===== src/dmr_defines.svh =====
`ifndef DMR_DEFINES_SVH
`define DMR_DEFINES_SVH

// Register offsets in the low 4K of the bus space
`define DMR_OFF_SIZE_HI      12'h028
`define DMR_OFF_SIZE_LO      12'h02C
`define DMR_OFF_BASE_HI      12'h030
`define DMR_OFF_BASE_LO      12'h034
`define DMR_OFF_CTRL         12'h038
`define DMR_OFF_LOCK         12'h03C
`define DMR_OFF_STATUS       12'h040
`define DMR_OFF_BLK_LO       12'h044
`define DMR_OFF_BLK_HI       12'h048

// Port register blocks: 8K on the bus, downstream first
`define DMR_BLK_REGION       16'h2000
`define DMR_BLK_LOG2         12
`define DMR_BLK_PAIR_LOG2    13
`define DMR_BLK_OFF_CAPHDR   12'h000
`define DMR_BLK_OFF_HDRTYPE  12'h00C
`define DMR_BLK_OFF_BAR_LO   12'h010
`define DMR_BLK_OFF_BAR_HI   12'h014
`define DMR_CAPHDR_VAL       32'h1000_0000
`define DMR_HDRTYPE_DOWN     8'h01
`define DMR_HDRTYPE_UP       8'h00
`define DMR_HDRTYPE_LSB      16

// Field positions
`define DMR_INFO_VALID_BIT   0
`define DMR_READY_BIT        1
`define DMR_SIZE_LSB         28
`define DMR_CTRL_ENABLE_BIT  0
`define DMR_LOCK_BIT         0
`define DMR_CONFLICT_BIT     0

// Field encodings
`define DMR_MEDIA_VOLATILE   3'h0
`define DMR_MEDIA_NONVOL     3'h1
`define DMR_MEDIA_NOTMEM     3'h7
`define DMR_CLASS_MEM        3'h0
`define DMR_CLASS_STORAGE    3'h1
`define DMR_ILV_NONE         3'h0
`define DMR_ILV_256B         3'h1
`define DMR_ILV_4K           3'h2

// Reset values
`define DMR_RST_BASE_HI      32'h0000_0000
`define DMR_RST_BASE_LO      4'h0
`define DMR_RST_BAR          64'h0000_0000_0000_0000
`define DMR_RST_BLK_BASE     51'h0_0000_0000_7F00
`define DMR_RANGE_SIZE       64'h0000_0000_1000_0000
`define DMR_WIN_LOG2         16

// Timing
`define DMR_CLK_HZ           200000000
`define DMR_READY_LIMIT_S    1
`define DMR_READY_CYC        (`DMR_READY_LIMIT_S * `DMR_CLK_HZ)
`define DMR_INFO_CYC         16

`endif


===== src/dmr_pkg.sv =====
package dmr_pkg;

  // Ready timer states
  typedef enum logic [1:0] {
    DMR_TMR_COUNT = 2'b01,
    DMR_TMR_DONE  = 2'b10
  } dmr_tmr_state_t;

  typedef logic [63:0] dmr_addr_t;

  // Byte-lane merge of a bus write into a stored word
  function automatic logic [31:0] dmr_merge(input logic [31:0] old_w,
                                            input logic [31:0] new_w,
                                            input logic [3:0]  sel);
    logic [31:0] res;
    res = old_w;
    for (int i = 0; i < 4; i++) begin
      if (sel[i]) begin
        res[i*8 +: 8] = new_w[i*8 +: 8];
      end
    end
    return res;
  endfunction

  // Two half-open address windows share at least one byte
  function automatic logic dmr_overlap(input dmr_addr_t a,
                                       input dmr_addr_t a_len,
                                       input dmr_addr_t b,
                                       input dmr_addr_t b_len);
    logic [64:0] a_end;
    logic [64:0] b_end;
    a_end = {1'b0, a} + {1'b0, a_len};
    b_end = {1'b0, b} + {1'b0, b_len};
    return ({1'b0, a} < b_end) && ({1'b0, b} < a_end);
  endfunction

endpackage


===== src/dmr_cfg_if.sv =====
`timescale 1ns/1ps
`default_nettype none
interface dmr_cfg_if;
  logic [63:28] base;
  logic [63:28] size;
  logic         mem_enable;
  logic         range_ready;
  logic         info_valid;
  logic [63:13] blk_base;
  logic [63:0]  dbar;
  logic [63:0]  ubar;
  logic         conflict;

  modport regs   (output base, size, mem_enable, blk_base, dbar, ubar,
                  input  range_ready, info_valid, conflict);
  modport timer  (output range_ready, info_valid);
  modport decode (input  base, size, mem_enable, range_ready, blk_base, dbar, ubar,
                  output conflict);
endinterface
`default_nettype wire


===== src/dmr_regs.sv =====
// Design decision made here: the Wishbone register port.
`timescale 1ns/1ps
`default_nettype none
`include "dmr_defines.svh"
module dmr_regs
  import dmr_pkg::*;
#(
  parameter int unsigned ADDR_W       = 16,
  parameter logic [63:0] RANGE_SIZE   = `DMR_RANGE_SIZE,
  parameter logic [63:0] BACKED_BYTES = `DMR_RANGE_SIZE,
  parameter logic [2:0]  MEDIA_TYPE   = `DMR_MEDIA_VOLATILE,
  parameter logic [2:0]  MEM_CLASS    = `DMR_CLASS_MEM,
  parameter logic [2:0]  INTERLEAVE   = `DMR_ILV_NONE,
  parameter bit          HW_INIT_A    = 1'b1,
  parameter int unsigned READY_CYC    = `DMR_READY_CYC,
  parameter int unsigned INFO_CYC     = `DMR_INFO_CYC,
  parameter int unsigned WIN_LOG2     = `DMR_WIN_LOG2
) (
  input  wire logic              clk_i,
  input  wire logic              rst_i,
  // Wishbone classic slave
  input  wire logic              wb_cyc_i,
  input  wire logic              wb_stb_i,
  input  wire logic              wb_we_i,
  input  wire logic [ADDR_W-1:0] wb_adr_i,
  input  wire logic [3:0]        wb_sel_i,
  input  wire logic [31:0]       wb_dat_i,
  output logic [31:0]            wb_dat_o,
  output logic                   wb_ack_o,
  output logic                   wb_err_o,
  // Device memory side
  input  wire logic              init_done_i,
  input  wire logic              lookup_valid_i,
  input  wire logic [63:0]       lookup_addr_i,
  output logic                   claim_o,
  output logic                   local_sel_o,
  output logic                   fill_ones_o,
  // Placement of windows and port blocks, range ready and decode enable
  output logic [63:0]            dwin_base_o,
  output logic [63:0]            uwin_base_o,
  output logic                   win_valid_o,
  output logic [63:0]            blk_base_o,
  output logic                   range_ready_o,
  output logic                   mem_enable_o
);
  localparam logic [ADDR_W-1:0] BLK_REG  = ADDR_W'(`DMR_BLK_REGION);
  localparam dmr_addr_t         WIN_MASK = ~((64'h1 << WIN_LOG2) - 64'h1);

  // Parameter checks
  if (ADDR_W < 14 || ADDR_W > 32) begin : g_bad_addr_w
    $error("ADDR_W must lie in 14..32");
  end
  if (RANGE_SIZE[27:0] != 28'h0) begin : g_bad_size
    $error("RANGE_SIZE must be a multiple of 256 MB");
  end
  if (BACKED_BYTES > RANGE_SIZE) begin : g_bad_backed
    $error("BACKED_BYTES exceeds RANGE_SIZE");
  end
  if (MEDIA_TYPE != `DMR_MEDIA_VOLATILE && MEDIA_TYPE != `DMR_MEDIA_NONVOL &&
      MEDIA_TYPE != `DMR_MEDIA_NOTMEM) begin : g_bad_media
    $error("MEDIA_TYPE is a reserved code");
  end
  if (MEM_CLASS != `DMR_CLASS_MEM && MEM_CLASS != `DMR_CLASS_STORAGE) begin : g_bad_class
    $error("MEM_CLASS is a reserved code");
  end
  if (INTERLEAVE != `DMR_ILV_NONE && INTERLEAVE != `DMR_ILV_256B &&
      INTERLEAVE != `DMR_ILV_4K) begin : g_bad_ilv
    $error("INTERLEAVE is a reserved code");
  end
  if (WIN_LOG2 < 4 || WIN_LOG2 > 40) begin : g_bad_win
    $error("WIN_LOG2 must lie in 4..40");
  end
  if (READY_CYC < 2 || INFO_CYC < 1 || INFO_CYC >= READY_CYC) begin : g_bad_cyc
    $error("Need 1 <= INFO_CYC < READY_CYC and READY_CYC >= 2");
  end

  // Stored state
  logic         ack_q;
  logic         err_q;
  logic [31:0]  dat_q;
  logic         lock_q;
  logic         mem_enable_q;
  logic [31:0]  base_hi_q;
  logic [3:0]   base_lo_q;
  logic [63:13] blk_base_q;
  logic [63:0]  dbar_q;
  logic [63:0]  ubar_q;

  // Bus decode
  logic         req;
  logic         wr;
  logic         low_sel;
  logic         blk_sel;
  logic         blk_up;
  logic [11:0]  off;
  logic [31:0]  rd_data;
  logic         rd_hit;
  logic [31:0]  size_lo_word;

  // Merged write words
  logic [31:0]  m_base_hi;
  logic [31:0]  m_base_lo;
  logic [31:0]  m_blk_lo;
  logic [31:0]  m_blk_hi;
  logic [31:0]  m_bar_lo;
  logic [31:0]  m_bar_hi;
  logic [63:0]  bar_sel;
  logic         wr_bar_lo;
  logic         wr_bar_hi;

  dmr_cfg_if cfg ();

  // New request: only while no answer is standing
  assign req     = wb_cyc_i & wb_stb_i & ~ack_q & ~err_q;
  assign wr      = req & wb_we_i;
  assign off     = wb_adr_i[11:0];
  assign low_sel = (wb_adr_i[ADDR_W-1:12] == '0);
  assign blk_sel = (wb_adr_i[ADDR_W-1:13] == BLK_REG[ADDR_W-1:13]);
  assign blk_up  = wb_adr_i[12];

  // Size low status word, reserved bits zero
  assign size_lo_word = {RANGE_SIZE[31:28],
                         17'h0,
                         INTERLEAVE,
                         MEM_CLASS,
                         MEDIA_TYPE,
                         cfg.range_ready,
                         cfg.info_valid};

  // Read multiplexer
  always_comb begin
    rd_data = 32'h0;
    rd_hit  = 1'b0;
    bar_sel = blk_up ? ubar_q : dbar_q;
    if (low_sel) begin
      rd_hit = 1'b1;
      case (off)
        `DMR_OFF_SIZE_HI: rd_data = RANGE_SIZE[63:32];
        `DMR_OFF_SIZE_LO: rd_data = size_lo_word;
        `DMR_OFF_BASE_HI: rd_data = base_hi_q;
        `DMR_OFF_BASE_LO: rd_data = {base_lo_q, 28'h0};
        `DMR_OFF_CTRL:    rd_data = {31'h0, mem_enable_q};
        `DMR_OFF_LOCK:    rd_data = {31'h0, lock_q};
        `DMR_OFF_STATUS:  rd_data = {31'h0, cfg.conflict};
        `DMR_OFF_BLK_LO:  rd_data = {blk_base_q[31:13], 13'h0};
        `DMR_OFF_BLK_HI:  rd_data = blk_base_q[63:32];
        default:          rd_hit  = 1'b0;
      endcase
    end else if (blk_sel) begin
      // Whole 4K of each block answers; unlisted words read zero
      rd_hit = 1'b1;
      case (off)
        `DMR_BLK_OFF_CAPHDR:  rd_data = `DMR_CAPHDR_VAL;
        `DMR_BLK_OFF_HDRTYPE: rd_data = blk_up ? {8'h0, `DMR_HDRTYPE_UP, 16'h0} :
                                                  {8'h0, `DMR_HDRTYPE_DOWN, 16'h0};
        `DMR_BLK_OFF_BAR_LO:  rd_data = bar_sel[31:0];
        `DMR_BLK_OFF_BAR_HI:  rd_data = bar_sel[63:32];
        default:              rd_data = 32'h0;
      endcase
    end
  end

  // Bus answer one cycle after the request
  always_ff @(posedge clk_i) begin
    if (rst_i) begin
      ack_q <= 1'b0;
      err_q <= 1'b0;
      dat_q <= 32'h0;
    end else begin
      ack_q <= req & rd_hit;
      err_q <= req & ~rd_hit;
      if (req && !wb_we_i) begin
        dat_q <= rd_hit ? rd_data : 32'h0;
      end
    end
  end

  // Write-once lock, cleared only by reset
  always_ff @(posedge clk_i) begin
    if (rst_i) begin
      lock_q <= 1'b0;
    end else if (wr && low_sel && off == `DMR_OFF_LOCK && wb_sel_i[0] && wb_dat_i[`DMR_LOCK_BIT]) begin
      lock_q <= 1'b1;
    end
  end

  // Decode enable in the control register
  always_ff @(posedge clk_i) begin
    if (rst_i) begin
      mem_enable_q <= 1'b0;
    end else if (wr && low_sel && off == `DMR_OFF_CTRL && !lock_q && wb_sel_i[0]) begin
      mem_enable_q <= wb_dat_i[`DMR_CTRL_ENABLE_BIT];
    end
  end

  // Range base registers
  assign m_base_hi = dmr_merge(base_hi_q, wb_dat_i, wb_sel_i);
  assign m_base_lo = dmr_merge({base_lo_q, 28'h0}, wb_dat_i, wb_sel_i);

  always_ff @(posedge clk_i) begin
    if (rst_i) begin
      base_hi_q <= `DMR_RST_BASE_HI;
      base_lo_q <= `DMR_RST_BASE_LO;
    end else if (wr && low_sel && !lock_q) begin
      if (off == `DMR_OFF_BASE_HI) begin
        base_hi_q <= m_base_hi;
      end
      if (off == `DMR_OFF_BASE_LO) begin
        base_lo_q <= m_base_lo[31:28];
      end
    end
  end

  // Relocation of the 8K port block pair
  assign m_blk_lo = dmr_merge({blk_base_q[31:13], 13'h0}, wb_dat_i, wb_sel_i);
  assign m_blk_hi = dmr_merge(blk_base_q[63:32], wb_dat_i, wb_sel_i);

  always_ff @(posedge clk_i) begin
    if (rst_i) begin
      blk_base_q <= `DMR_RST_BLK_BASE;
    end else if (wr && low_sel) begin
      if (off == `DMR_OFF_BLK_LO) begin
        blk_base_q[31:13] <= m_blk_lo[31:13];
      end
      if (off == `DMR_OFF_BLK_HI) begin
        blk_base_q[63:32] <= m_blk_hi;
      end
    end
  end

  // Component window base registers in each port block
  assign wr_bar_lo = wr && blk_sel && off == `DMR_BLK_OFF_BAR_LO;
  assign wr_bar_hi = wr && blk_sel && off == `DMR_BLK_OFF_BAR_HI;
  assign m_bar_lo  = dmr_merge(bar_sel[31:0], wb_dat_i, wb_sel_i);
  assign m_bar_hi  = dmr_merge(bar_sel[63:32], wb_dat_i, wb_sel_i);

  always_ff @(posedge clk_i) begin
    if (rst_i) begin
      dbar_q <= `DMR_RST_BAR;
      ubar_q <= `DMR_RST_BAR;
    end else if (wr_bar_lo || wr_bar_hi) begin
      // Bits below the window size stay zero
      if (blk_up) begin
        ubar_q <= (wr_bar_hi ? {m_bar_hi, ubar_q[31:0]} : {ubar_q[63:32], m_bar_lo}) & WIN_MASK;
      end else begin
        dbar_q <= (wr_bar_hi ? {m_bar_hi, dbar_q[31:0]} : {dbar_q[63:32], m_bar_lo}) & WIN_MASK;
      end
    end
  end

  // Configuration carried to the helpers
  assign cfg.base       = {base_hi_q, base_lo_q};
  assign cfg.size       = RANGE_SIZE[63:28];
  assign cfg.mem_enable = mem_enable_q;
  assign cfg.blk_base   = blk_base_q;
  assign cfg.dbar       = dbar_q;
  assign cfg.ubar       = ubar_q;

  dmr_ready_timer #(
    .READY_CYC (READY_CYC),
    .INFO_CYC  (INFO_CYC),
    .HW_INIT_A (HW_INIT_A)
  ) u_timer (
    .clk_i       (clk_i),
    .rst_i       (rst_i),
    .init_done_i (init_done_i),
    .cfg         (cfg.timer)
  );

  dmr_range_decode #(
    .WIN_LOG2     (WIN_LOG2),
    .BACKED_BYTES (BACKED_BYTES)
  ) u_decode (
    .clk_i          (clk_i),
    .rst_i          (rst_i),
    .lookup_valid_i (lookup_valid_i),
    .lookup_addr_i  (lookup_addr_i),
    .cfg            (cfg.decode),
    .claim_o        (claim_o),
    .local_sel_o    (local_sel_o),
    .fill_ones_o    (fill_ones_o)
  );

  // Outputs
  assign wb_ack_o      = ack_q;
  assign wb_err_o      = err_q;
  assign wb_dat_o      = dat_q;
  assign dwin_base_o   = dbar_q;
  assign uwin_base_o   = ubar_q;
  assign win_valid_o   = ~cfg.conflict;
  assign blk_base_o    = {blk_base_q, 13'h0};
  assign range_ready_o = cfg.range_ready;
  assign mem_enable_o  = mem_enable_q;
endmodule // dmr_regs
`default_nettype wire


===== src/dmr_ready_timer.sv =====
`timescale 1ns/1ps
`default_nettype none
`include "dmr_defines.svh"
module dmr_ready_timer
  import dmr_pkg::*;
#(
  parameter int unsigned READY_CYC = `DMR_READY_CYC,
  parameter int unsigned INFO_CYC  = `DMR_INFO_CYC,
  parameter bit          HW_INIT_A = 1'b1
) (
  input  wire logic clk_i,
  input  wire logic rst_i,
  input  wire logic init_done_i,
  dmr_cfg_if.timer  cfg
);
  dmr_tmr_state_t state_q;
  logic [31:0]    cnt_q;
  logic           info_q;
  logic           ready_q;

  // Count from reset release up to the ready limit
  always_ff @(posedge clk_i) begin
    if (rst_i) begin
      state_q <= DMR_TMR_COUNT;
      cnt_q   <= 32'h0;
    end else begin
      unique case (state_q)
        DMR_TMR_COUNT: begin
          cnt_q <= cnt_q + 32'h1;
          if (cnt_q == 32'(READY_CYC - 2)) begin
            state_q <= DMR_TMR_DONE;
          end
        end
        DMR_TMR_DONE: begin
          cnt_q <= cnt_q;
        end
      endcase
    end
  end

  // Size info valid after a short settle time
  always_ff @(posedge clk_i) begin
    if (rst_i) begin
      info_q <= 1'b0;
    end else if (cnt_q == 32'(INFO_CYC - 1) || state_q == DMR_TMR_DONE) begin
      info_q <= 1'b1;
    end
  end

  // Ready on init done, or forced at the limit in hw init mode
  always_ff @(posedge clk_i) begin
    if (rst_i) begin
      ready_q <= 1'b0;
    end else if (init_done_i || (HW_INIT_A && state_q == DMR_TMR_DONE)) begin
      ready_q <= 1'b1;
    end
  end

  assign cfg.info_valid  = info_q;
  assign cfg.range_ready = ready_q;
endmodule // dmr_ready_timer
`default_nettype wire


===== src/dmr_range_decode.sv =====
`timescale 1ns/1ps
`default_nettype none
`include "dmr_defines.svh"
module dmr_range_decode
  import dmr_pkg::*;
#(
  parameter int unsigned WIN_LOG2     = `DMR_WIN_LOG2,
  parameter logic [63:0] BACKED_BYTES = `DMR_RANGE_SIZE
) (
  input  wire logic        clk_i,
  input  wire logic        rst_i,
  input  wire logic        lookup_valid_i,
  input  wire logic [63:0] lookup_addr_i,
  dmr_cfg_if.decode        cfg,
  output logic             claim_o,
  output logic             local_sel_o,
  output logic             fill_ones_o
);
  localparam dmr_addr_t WIN_LEN  = 64'h1 << WIN_LOG2;
  localparam dmr_addr_t PAIR_LEN = 64'h1 << `DMR_BLK_PAIR_LOG2;

  logic [36:0] limit;
  logic        in_range;
  logic        claim_d;
  logic [63:0] rel;
  logic        backed;
  logic        conflict_d;
  logic        conflict_q;

  // Range test in 256 MB units
  assign limit    = {1'b0, cfg.base} + {1'b0, cfg.size};
  assign in_range = ({1'b0, lookup_addr_i[63:28]} >= {1'b0, cfg.base}) &&
                    ({1'b0, lookup_addr_i[63:28]} < limit);
  assign claim_d  = lookup_valid_i & in_range & cfg.range_ready & cfg.mem_enable;
  assign rel      = lookup_addr_i - {cfg.base, 28'h0};
  assign backed   = rel < BACKED_BYTES;

  // Registered lookup answer
  always_ff @(posedge clk_i) begin
    if (rst_i) begin
      claim_o     <= 1'b0;
      local_sel_o <= 1'b0;
      fill_ones_o <= 1'b0;
    end else begin
      claim_o     <= claim_d;
      local_sel_o <= claim_d & backed;
      fill_ones_o <= claim_d & ~backed;
    end
  end

  // Port block pair against both component windows
  assign conflict_d = dmr_overlap({cfg.blk_base, 13'h0}, PAIR_LEN, cfg.dbar, WIN_LEN) |
                      dmr_overlap({cfg.blk_base, 13'h0}, PAIR_LEN, cfg.ubar, WIN_LEN);

  always_ff @(posedge clk_i) begin
    if (rst_i) begin
      conflict_q <= 1'b0;
    end else begin
      conflict_q <= conflict_d;
    end
  end

  assign cfg.conflict = conflict_q;
endmodule // dmr_range_decode
`default_nettype wire


===== config.mk =====
export PLATFORM = sky130hd
export DESIGN_NAME = dmr_regs
export DESIGN_NICKNAME = d
export VERILOG_FILES = /design/src/dmr_pkg.sv /design/src/dmr_cfg_if.sv /design/src/dmr_regs.sv /design/src/dmr_ready_timer.sv /design/src/dmr_range_decode.sv
export VERILOG_INCLUDE_DIRS = /design/src /design/src/src
export SDC_FILE = /design/constraint.sdc
export NUM_CORES = 1
export LEC_CHECK = 0
export ABC_AREA = 1
export BUFFER_PORTS_ARGS = -buffer_cell sky130_fd_sc_hd__buf_2
export CAP_MARGIN = 20
export CELL_PAD_IN_SITES_DETAIL_PLACEMENT = 1
export CELL_PAD_IN_SITES_GLOBAL_PLACEMENT = 1
export CORE_MARGIN = 8
export CORE_UTILIZATION = 38
export CTS_CLUSTER_DIAMETER = 100
export DETAILED_ROUTE_END_ITERATION = 8
export PLACE_DENSITY_LB_ADDON = 0.1
export SYNTH_ARGS = -nofsm -noshare
export SYNTH_HDL_FRONTEND = slang
export SYNTH_SLANG_ARGS = --single-unit
export TNS_END_PERCENT = 50

===== constraint.sdc =====
create_clock -name clk_i -period 3 [get_ports clk_i]
set_input_delay 0.6 -clock clk_i [delete_from_list [all_inputs] [get_ports clk_i]]
set_output_delay 0.6 -clock clk_i [all_outputs]
set_load 0.1 [all_outputs]

Word-level counts from Yosys, hierarchy flattened --
Cells that the tools add are included. Widths: inputs -> output; s select.
Cells by class: add/subtract/negate cells 6, magnitude comparators 7, equal/unequal tests 17, mux-type cells 17, bitwise logic cells 19, reduce and logical (&&, ||, !) cells 40
Operator list (number):
- $lt 64x65->1 | 4
- $pmux 32 s8 | 1
- $add 64x17->65 const B | 2
- $mux 32 | 4
- $pmux 32 s4 | 1
- $eq 12x6->1 const B | 6
- $add 64x14->65 const B | 1
- $lt 64x29->1 const B | 1
- $mux 64 | 1
- $sub 64x64->64 | 1
- $mux 8 | 6
- $reduce_and 3->1 | 16
- $add 36x1->37 const B | 1
- $lt 36x37->1 | 1
- $eq 12x7->1 const B | 3
- $ge 36x36->1 | 1
- $add 32x1->32 const B | 1
- $eq 32x28->1 const B | 1
- $eq 32x4->1 const B | 1
- $eq 12x5->1 const B | 2
- $mux 17 | 1
- $logic_and 1x1->1 | 15
- $eq 12x4->1 const B | 1
- $logic_not 12->1 | 1
- other kinds (12) | 33
Storage, ports and cells: flip-flop bits (word level) 259, bits of input ports 123, output and inout port bits 232, word-level logic and storage cells 135

Depth between registers and ports, before layout --
Gate-level depths: netlist of run 1.
depth after elaboration 8, mapped depth 27, mapped depth without buffers 27

Hierarchy --
Synthesis of run 1 repeated with hierarchy kept, for this count alone.
Second synthesis, totals: cell total of the unflattened synthesis 4252, area, all modules 26636.8 um^2
By module, submodules not included:
- dmr_range_decode | instances 1, cells an instance 2297, area each 13792.0 um^2, seq. area each 80.1 um^2
- dmr_regs | instances 1, cells an instance 1614, area each 10701.5 um^2, seq. area each 4384.2 um^2
- dmr_ready_timer | instances 1, cells an instance 341, area each 2143.3 um^2, seq. area each 720.7 um^2

Least setup slack after synthesis of run 1 --
Ideal clock, no wire load.
kind register to register, start register dbar_q[16], in the netlist dwin_base_o[16], end register u_decode.conflict_q, in the netlist u_decode.cfg.conflict, setup time 132 ps, arrival 3849 ps, required time 2868 ps, path slack -981 ps, stages on the path, launching flop included 22, path buffers 0, period minus slack after synthesis 3981 ps, cells stage by stage dfxtp_1 ha_1 nand3_1 nor2_2 nand3_2 inv_1 nand2_2 nor2_4 nand2_2 nor3_4 inv_2 nor3_4 nand4_1 xor2_1 ha_1 nand4_1 nor3_1 nand4_1 nor2_1 nor2_1 nand3_1 a21oi_1
On the way: word-level cells in the longest chain between the ends 4, elaborated cells between the ends (all ways) 5, those cells by class 1 x add/sub; 2 x order compare; 1 x bitwise; 1 x reduce/logical
RTL lines:
- from (decl) | line dmr_regs.sv:86 | logic [63:0] dbar_q;
- from (signal assigned) | line dmr_regs.sv:239 | dbar_q <= `DMR_RST_BAR;
- from (signal assigned) | line dmr_regs.sv:246 | dbar_q <= (wr_bar_hi ? {m_bar_hi, dbar_q[31:0]} : {dbar_q[63:32], m_bar_lo}) & WIN_MASK;
- $add 64x17->65 | line dmr_pkg.sv:33 | b_end = {1'b0, b} + {1'b0, b_len};
- $lt 64x65->1 | line dmr_pkg.sv:34 | return ({1'b0, a} < b_end) && ({1'b0, b} < a_end);
- $logic_and 1x1->1 * | line dmr_pkg.sv:34
- $or 1x1->1 * | line dmr_range_decode.sv:52 | assign conflict_d = dmr_overlap({cfg.blk_base, 13'h0}, PAIR_LEN, cfg.dbar, WIN_LEN) |
- to (signal assigned) | line dmr_range_decode.sv:59 | conflict_q <= conflict_d;
- to (decl) | line dmr_range_decode.sv:28 | logic conflict_q;
Every way passes the cells marked *; elsewhere a longest branch is shown, timed or not. A chain may end at the register's enable or synchronous reset.

Worst setup path in the final report of run 1 --
start register blk_base_q[32] (netlist name), end register u_decode.conflict_q, in the netlist u_decode.cfg.conflict
On the way: word-level cells in the longest chain between the ends 4, elaborated cells between the ends (all ways) 8, those cells by class 1 x add/sub; 4 x order compare; 1 x bitwise; 2 x reduce/logical
RTL lines:
- from (decl) | line dmr_regs.sv:85 | logic [63:13] blk_base_q;
- from (signal assigned) | line dmr_regs.sv:220 | blk_base_q <= `DMR_RST_BLK_BASE;
- $add 64x14->65 | line dmr_pkg.sv:32 | a_end = {1'b0, a} + {1'b0, a_len};
- $lt 64x65->1 | line dmr_pkg.sv:34
- $logic_and 1x1->1 | line dmr_pkg.sv:34
- $or 1x1->1 * | line dmr_range_decode.sv:52
Marks and branches as above.

==> flow_metrics.py, run 1 <==
metrics = {
    "floorplan": {
        "die_h_um": 267.6,
        "dieWidth_um": 267.6,
        "num_rows": 92,
        "coreArea_um2": 62850,
        "initial_core_util": 0.3828,
        "ios": 355,
        "dieArea_um2": 71620,
    },
    "clocking": {
        "clockBufferDepth": 3,
        "h-tree-depth": 2,
        "clk_pin_slew_ns": 0.06,
        "cts_buffers": 35,
        "clock_latency_ns": 0.58,
        "cts_sinks": 259,
        "cts_tree": "done",
        "cts-root-buf": "clkbuf_16",
    },
    "detailed_routing": {
        "ant_nets": 0,
        "dr.pass1.iters": 5,
        "viasPerCell": 5.497,
        "routedWlPerCell_um": 23.45,
        "drc": 0,
        "drt_iter0_markers": 2437,
        "wl_mm": 124.3,
        "via_count": 29140,
    },
    "synth": {
        "synth-async-reset-ratio": 0,
        "synth-seq-area-share": 0.2155,
        "syn_inst": 3698,
        "synth_warnings": 0,
        "ys_ff_latch": 259,
        "synth_ff_type": "dfxtp_1",
        "synth_area_leaders": "dfxtp_1 22%, ha_1 14%, nand2_1 12%, inv_1 7.3%, a21oi_1 6.9%",
        "ys_types": 51,
        "synthTopCellsByCount": "781 x nand2_1, 470 x inv_1, 333 x a21oi_1, 315 x nor2_1, 267 x ha_1",
        "syn_area_per_cell_um2": 6.506,
        "netlist_area_um2": 24060,
        "yosys.area.top_type": "dfxtp_1",
        "synth_edf_count": 0,
        "synth.top_cell.area_share": 0.2155,
        "synthMostInstantiatedCell": "nand2_1",
    },
    "critical_path": {
        "max_stage_delay_ns": 0.35,
        "start_kind": "flop",
        "crit_chain": "buf_4 > inv_1 > nor3_1 > inv_1 > nor4_2 > nand3_1 > nor2_1 > nand4_1 > xor2_2 > ha_1 > nand2_1 > buf_4 > nor3_2 > buf_4 > nand3_1 > nand2_1 > inv_1 > nand2_1 > nor2_1 > nand3_1 > a21oi_1",
        "cp.arrival_ns": 4.02,
        "end_kind": "flop",
        "cp.required_ns": 3.44,
        "slowest_stage": "dfxtp_2",
        "worstSetupPathType": "flop to flop",
        "crit_fanout": 3,
    },
    "status": {
        "status": "finished, violations left",
        "violations": "negative setup slack",
    },
    "placed_design": {
        "placed_cells": 5230,
        "dp_slack_ns": -0.6893,
        "postPlaceCellArea_um2": 30070,
        "io_buffers": 281,
        "dpl.hpwl_mm": 104.5,
        "gp_congestion": 0.9981,
    },
    "finish": {
        "area_growth_pct": 32.33,
        "nets": 4821,
        "finalNonFillerCells": 5301,
        "layout-drive-gt1-share": 0.2480,
        "final_area_um2": 31840,
        "antenna_cells": 0,
    },
    "flow_run": {
        "cap_violations": 0,
    },
    "pwr": {
        "powerDensity_nw_per_um2": 294.2,
        "max-vdd-ir-drop_uv": 307.2,
        "p_leak_nw": 14.57,
        "finalPower_mw": 9.368,
    },
    "sta": {
        "slew_violations": 0,
        "tns_ns": -0.8444,
        "finalClockSkew_ns": 0.01610,
        "min_period_over_period": 1.193,
        "max_freq_mhz": 279.4,
        "setup_viol": 4,
        "slew_headroom": 0.4235,
        "rsz0062_at_grt": "true",
        "final.min_clock_period_ns": 3.579,
        "setup_ws_ns": -0.5795,
        "tightest_slew_ns": 0.8539,
        "hold_viol_final": 0,
    },
    "grt": {
        "track_usage": 0.3341,
        "grt_first_pass_wirelength_mm": 181.8,
        "grt-ovfl-total": 0,
        "antenna_found_initial": 1,
        "grt_pass1_vias": 29110,
        "grt_max_degree": 114,
    },
    "worst_hold_path": {
        "hp-class": "primary input to flop",
    },
}
==> sequential cells by signal (all words and copies together), names as in the netlist <==
signal	count
base_hi_q	32
base_lo_q	4
blk_base_q	51
dwin_base_o	48
lock_q	1
mem_enable_o	1
u_decode.cfg.conflict	1
u_decode.claim_o	1
u_decode.fill_ones_o	1
u_decode.local_sel_o	1
u_timer.cfg.info_valid	1
u_timer.cfg.range_ready	1
u_timer.cnt_q	32
u_timer.state_q	2
uwin_base_o	48
wb_ack_o	1
wb_dat_o	32
wb_err_o	1
==> cells in the final DEF (no fill, tap or decap), drive strengths merged, types with 45 or more instances in the layout <==
master	Yosys	final
xor2	153	153
dfxtp	259	259
nand3	176	176
a21oi	333	333
ha	267	267
o21ai	248	248
a211oi	54	54
inv	474	476
nor2	345	345
buf	63	794
nor3	132	132
conb	1	45
nand2	793	793
nand4	82	82
==> final timing paths <==
kind	start	to	slack, ns	depth (start not counted)
hold reg to reg	wb_dat_o[12]	wb_dat_o[12]	0.46	2
hold / removal	init_done_i	u_timer.cfg.range_ready	0.28	3
setup reg to reg	blk_base_q[32]	u_decode.cfg.conflict	-0.58	21
setup / recovery	blk_base_q[32]	u_decode.cfg.conflict	-0.58	21
==> cells by family (layout without fill, tap and decap cells) <==
group / count (synthesis) / after routing / share of synthesized area
compound gates: 782 / 782 / 0.1840
xor+xnor: 165 / 165 / 0.06007
fa+ha+maj: 267 / 267 / 0.1389
buf+inv: 623 / 1336 / 0.1049
flops: 259 / 259 / 0.2155
other cells: 1 / 45 / 0.0001559
simple gates: 1601 / 1601 / 0.2965
==> critical path: cells and delay by family, from the launching register on <==
kind | cells | cell delay [ns]
buffers and inverters | 6 | 0.67
adder cells (fa/ha/maj) | 1 | 0.30
XOR/XNOR | 1 | 0.25
flip-flops | 1 | 0.35
AND/OR/NAND/NOR | 12 | 1.80
AO/OA/AOI/OAI | 1 | 0.06
==> metrics by stage <==
| step | hold WS, ns | util |
|---|---|---|
| finish | 0.2786 | 0.5066 |
| floorplan | 0.4389 | - |
| global placement | 0.4503 | 0.4784 |
| CTS | 0.2533 | 0.5025 |
| detailed placement | 0.4557 | 0.4784 |
| global route | 0.3016 | 0.5066 |
==> what timing repair did <==
| item | 4_1_cts | 5_1_grt |
|---|---|---|
| setup endpoints to repair | 4 | 4 |
| hold buffers | 0 | 0 |
| pin swaps | 24 | 24 |
| buffers inserted | 8 | 3 |
| resized for setup | 46 | 51 |
==> report_power, final <==
| group | internal, mW | switching (mW) | total [mW] |
|---|---|---|---|
| Combinational | 0.285 | 0.920 | 1.20 |
| Sequential | 3.42 | 0.00773 | 3.43 |
| Clock | 2.82 | 1.91 | 4.73 |
| Total | 6.53 | 2.84 | 9.37 |
==> metal layers <==
| metal | part of all wire | track usage |
|---|---|---|
| met4 | 0.041 | 0.1277 |
| met2 | 0.45 | 0.5362 |
| met1 | 0.44 | 0.4420 |
| met5 | 0 | 0 |
| met3 | 0.077 | 0.06077 |
==> final cells by class <==
cell class | instances | area (µm²)
fill | 8479 | 31010
multi-input combinational | 2860 | 16950
timing repair buffer | 794 | 5379
sequential | 259 | 5368
inverter | 481 | 1810
tap | 846 | 1059
clock buffer | 41 | 948.4
clock inverter | 20 | 324.1
No activity file was read; power rests on OpenSTA's default activity.
==> run 2, diff against run 1 <==
--- a/config.mk
+++ b/config.mk
@@ -6,13 +6,13 @@
 export SDC_FILE = /design/constraint.sdc
 export NUM_CORES = 1
 export LEC_CHECK = 0
-export ABC_AREA = 1
+export ABC_AREA = 0
 export BUFFER_PORTS_ARGS = -buffer_cell sky130_fd_sc_hd__buf_2
 export CAP_MARGIN = 20
 export CELL_PAD_IN_SITES_DETAIL_PLACEMENT = 1
 export CELL_PAD_IN_SITES_GLOBAL_PLACEMENT = 1
 export CORE_MARGIN = 8
-export CORE_UTILIZATION = 38
+export CORE_UTILIZATION = 45
 export CTS_CLUSTER_DIAMETER = 100
 export DETAILED_ROUTE_END_ITERATION = 8
 export PLACE_DENSITY_LB_ADDON = 0.1
==> constraint.sdc (replaced) <==
create_clock -name clk_i -period 4.6 [get_ports clk_i]
set_input_delay 0.92 -clock clk_i [delete_from_list [all_inputs] [get_ports clk_i]]
set_output_delay 0.92 -clock clk_i [all_outputs]
set_load 0.1 [all_outputs]
==> flow_metrics.py, run 2 <==
metrics = {
    "pwr": {
        "comb_power_share": 0.143,
        "max-vdd-ir-drop_uv": 336.5,
        "powerDensity_nw_per_um2": 215.9,
        "pwr-share-seq": 0.390,
        "finalPower_mw": 5.814,
        "internal_power_mw": 4.070,
        "p_leak_nw": 11.56,
        "pwr-share-clk": 0.467,
        "power_switching_mw": 1.744,
        "swShare": 0.3000,
    },
    "grt": {
        "grt_pass1_vias": 25590,
        "track_usage": 0.3583,
        "grt-ovfl-total": 0,
        "grt_first_pass_wirelength_mm": 158.4,
        "antenna_found_initial": 8,
        "grt_max_degree": 140,
    },
    "clocking": {
        "cts_sinks": 259,
        "cts-root-buf": "clkbuf_16",
        "clk_pin_slew_ns": 0.06,
        "h-tree-depth": 1,
        "cts_tree": "done",
        "cts.hold.buffers_added": 0,
        "clock_latency_ns": 0.61,
        "clockBufferDepth": 3,
        "cts_buffers": 31,
    },
    "synth": {
        "netlist_area_um2": 22100,
        "synth.top_cell.area_share": 0.2346,
        "ys_types": 83,
        "synthMostInstantiatedCell": "nand2_1",
        "yosys.area.top_type": "dfxtp_1",
        "synth_area_leaders": "dfxtp_1 23%, ha_1 15%, nand2_1 7.4%, a21oi_1 6.2%, nor2_1 4.4%",
        "synth-seq-area-share": 0.2346,
        "synth_warnings": 0,
        "synth-async-reset-ratio": 0,
        "syn_area_per_cell_um2": 7.645,
        "ys_ff_latch": 259,
        "synthTopCellsByCount": "436 x nand2_1, 276 x a21oi_1, 267 x ha_1, 259 x dfxtp_1, 259 x nor2_1",
        "synth_ff_type": "dfxtp_1",
        "syn_inst": 2891,
        "synth_edf_count": 0,
    },
    "critical_path": {
        "cp.arrival_ns": 4.97,
        "worstSetupPathType": "flop to flop",
        "end_kind": "flop",
        "start_kind": "flop",
        "cp.required_ns": 5.09,
        "crit_fanout": 4,
        "reg2regPathDepth": 22,
    },
    "sta": {
        "tns_ns": 0,
        "min_period_over_period": 0.9750,
        "setup_ws_ns": 0.1149,
        "slew_violations": 0,
        "max_freq_mhz": 223.0,
        "tightest_slew_ns": 1.104,
        "finalClockSkew_ns": 0.01756,
        "whs_ns": 0.4621,
        "slew_headroom": 0.2643,
        "final.min_clock_period_ns": 4.485,
        "hold_viol_final": 0,
        "setup_viol": 0,
    },
    "finish": {
        "finalNonFillerCells": 3997,
        "largest_reg_flops": 51,
        "area_growth_pct": 21.85,
        "utilization": 0.5525,
        "final_common_cell": "nand2_1",
        "layout_common_cells": "431 x nand2_1, 279 x buf_2, 274 x a21oi_1, 267 x ha_1, 250 x nor2_1",
        "nets": 3694,
        "layout-drive-gt1-share": 0.2049,
        "final_area_um2": 26930,
        "largest-register": "blk_base_q",
    },
    "detailed_routing": {
        "ant_nets": 0,
        "viasPerCell": 6.266,
        "dr.pass1.iters": 9,
        "via_count": 25050,
        "routedWlPerCell_um": 26.68,
        "drc": 0,
        "wl_mm": 106.6,
        "drt_iter0_markers": 2369,
    },
    "placed_design": {
        "dp_slack_ns": -0.1319,
        "postPlaceCellArea_um2": 25500,
        "placed_cells": 3930,
        "gp_congestion": 1.025,
        "io_buffers": 281,
        "dpl.hpwl_mm": 84.27,
    },
    "floorplan": {
        "coreArea_um2": 48750,
        "ios": 355,
        "num_rows": 81,
        "initial_core_util": 0.4534,
        "dieWidth_um": 237.6,
        "dieArea_um2": 56460,
        "die_h_um": 237.6,
    },
    "status": {
        "status": "complete, no violations",
    },
    "worst_hold_path": {
        "hold_depth": 2,
        "hp-class": "flop to flop",
    },
    "flow_run": {
        "cap_violations": 0,
    },
}
## run 2: changes by cell type after synthesis, moves of 49 or more
cell / previous run / this run
nand2_1: 781 / 436
o21ai_0: 248 / 84
mux2i_1: 0 / 89
nand3_1: 171 / 118
a21oi_1: 333 / 276
nor2_1: 315 / 259
xor2_1: 153 / 104
xnor2_1: 12 / 110
nor3_1: 118 / 57
a21o_1: 4 / 68
inv_1: 470 / 79
## run 2: critical path, cell delays in order, from the launching register on
cell and delay, ns:
dfxtp_4 0.34, and4_1 0.25, nand3_2 0.12, nor4_4 0.27, nand4_1 0.19, buf_6 0.18, nor4_4 0.12, buf_4 0.18
and3_4 0.24, nand2_4 0.09, nor2_4 0.18, nand2_2 0.09, xor2_2 0.19, ha_1 0.36, nand4_1 0.25, nor2_1 0.21
nand3_2 0.13, nor3_4 0.23, nand2_2 0.10, nor3_2 0.21, nor3_2 0.10, o2bb2ai_1 0.13, a31o_2 0.21
## run 2: area by class of cell
type / count / area, µm²
antenna: 4 / 10.01
clock buffer: 43 / 912.1
clock inverter: 15 / 205.2
fill: 6205 / 21820
inverter: 79 / 296.5
multi-input combinational: 2423 / 16260
sequential: 259 / 5231
tap: 664 / 830.8
timing repair buffer: 510 / 3189
## run 2: power groups by stage
stage | combinational, mW | clock [mW] | sequential, mW
after global placement | 0.796 | 0 | 2.31
after global routing | 0.874 | 2.81 | 2.27
after detailed placement | 0.812 | 0 | 2.31
after floorplan | 0.514 | 0 | 2.40
final | 0.834 | 2.71 | 2.26
after CTS | 0.817 | 2.73 | 2.26
## run 2: kinds of logic after synthesis
logic type / synth area share
adders and majority gates: 0.1511
other: 0.0001697
buffers and inverters: 0.05231
AOI/OAI and AO/OA: 0.1891
DFF: 0.2346
xor gates and xnor gates: 0.08480
and+or+nand+nor: 0.2369
muxes: 0.05100
## run 2: repair_timing
action | CTS | global route
pin swaps | 7 | 20
resized for setup | 19 | 42
endpoints found under the setup margin | 1 | 4
setup buffers | 2 | 3
gates cloned | 0 | 0
## run 2: path summary, 6_finish.rpt
| kind | startpoint | endpoint | slack [ns] |
|---|---|---|---|
| worst max-delay path | blk_base_q[22] | u_decode.cfg.conflict | 0.11 |
| worst min-delay path | wb_dat_o[16] | wb_dat_o[16] | 0.46 |
| worst max register to register | blk_base_q[22] | u_decode.cfg.conflict | 0.11 |
| worst min register to register | wb_dat_o[16] | wb_dat_o[16] | 0.46 |
## run 2: per-layer routing
layer	wire (µm)	part of all wire	track usage	vias to the layer above
met5	22	0.00021	0	-
met4	5920	0.056	0.1708	4
met3	8529	0.080	0.06335	299
met2	47810	0.45	0.5795	1170
met1	44360	0.42	0.4589	12400
li1	-	-	-	11170
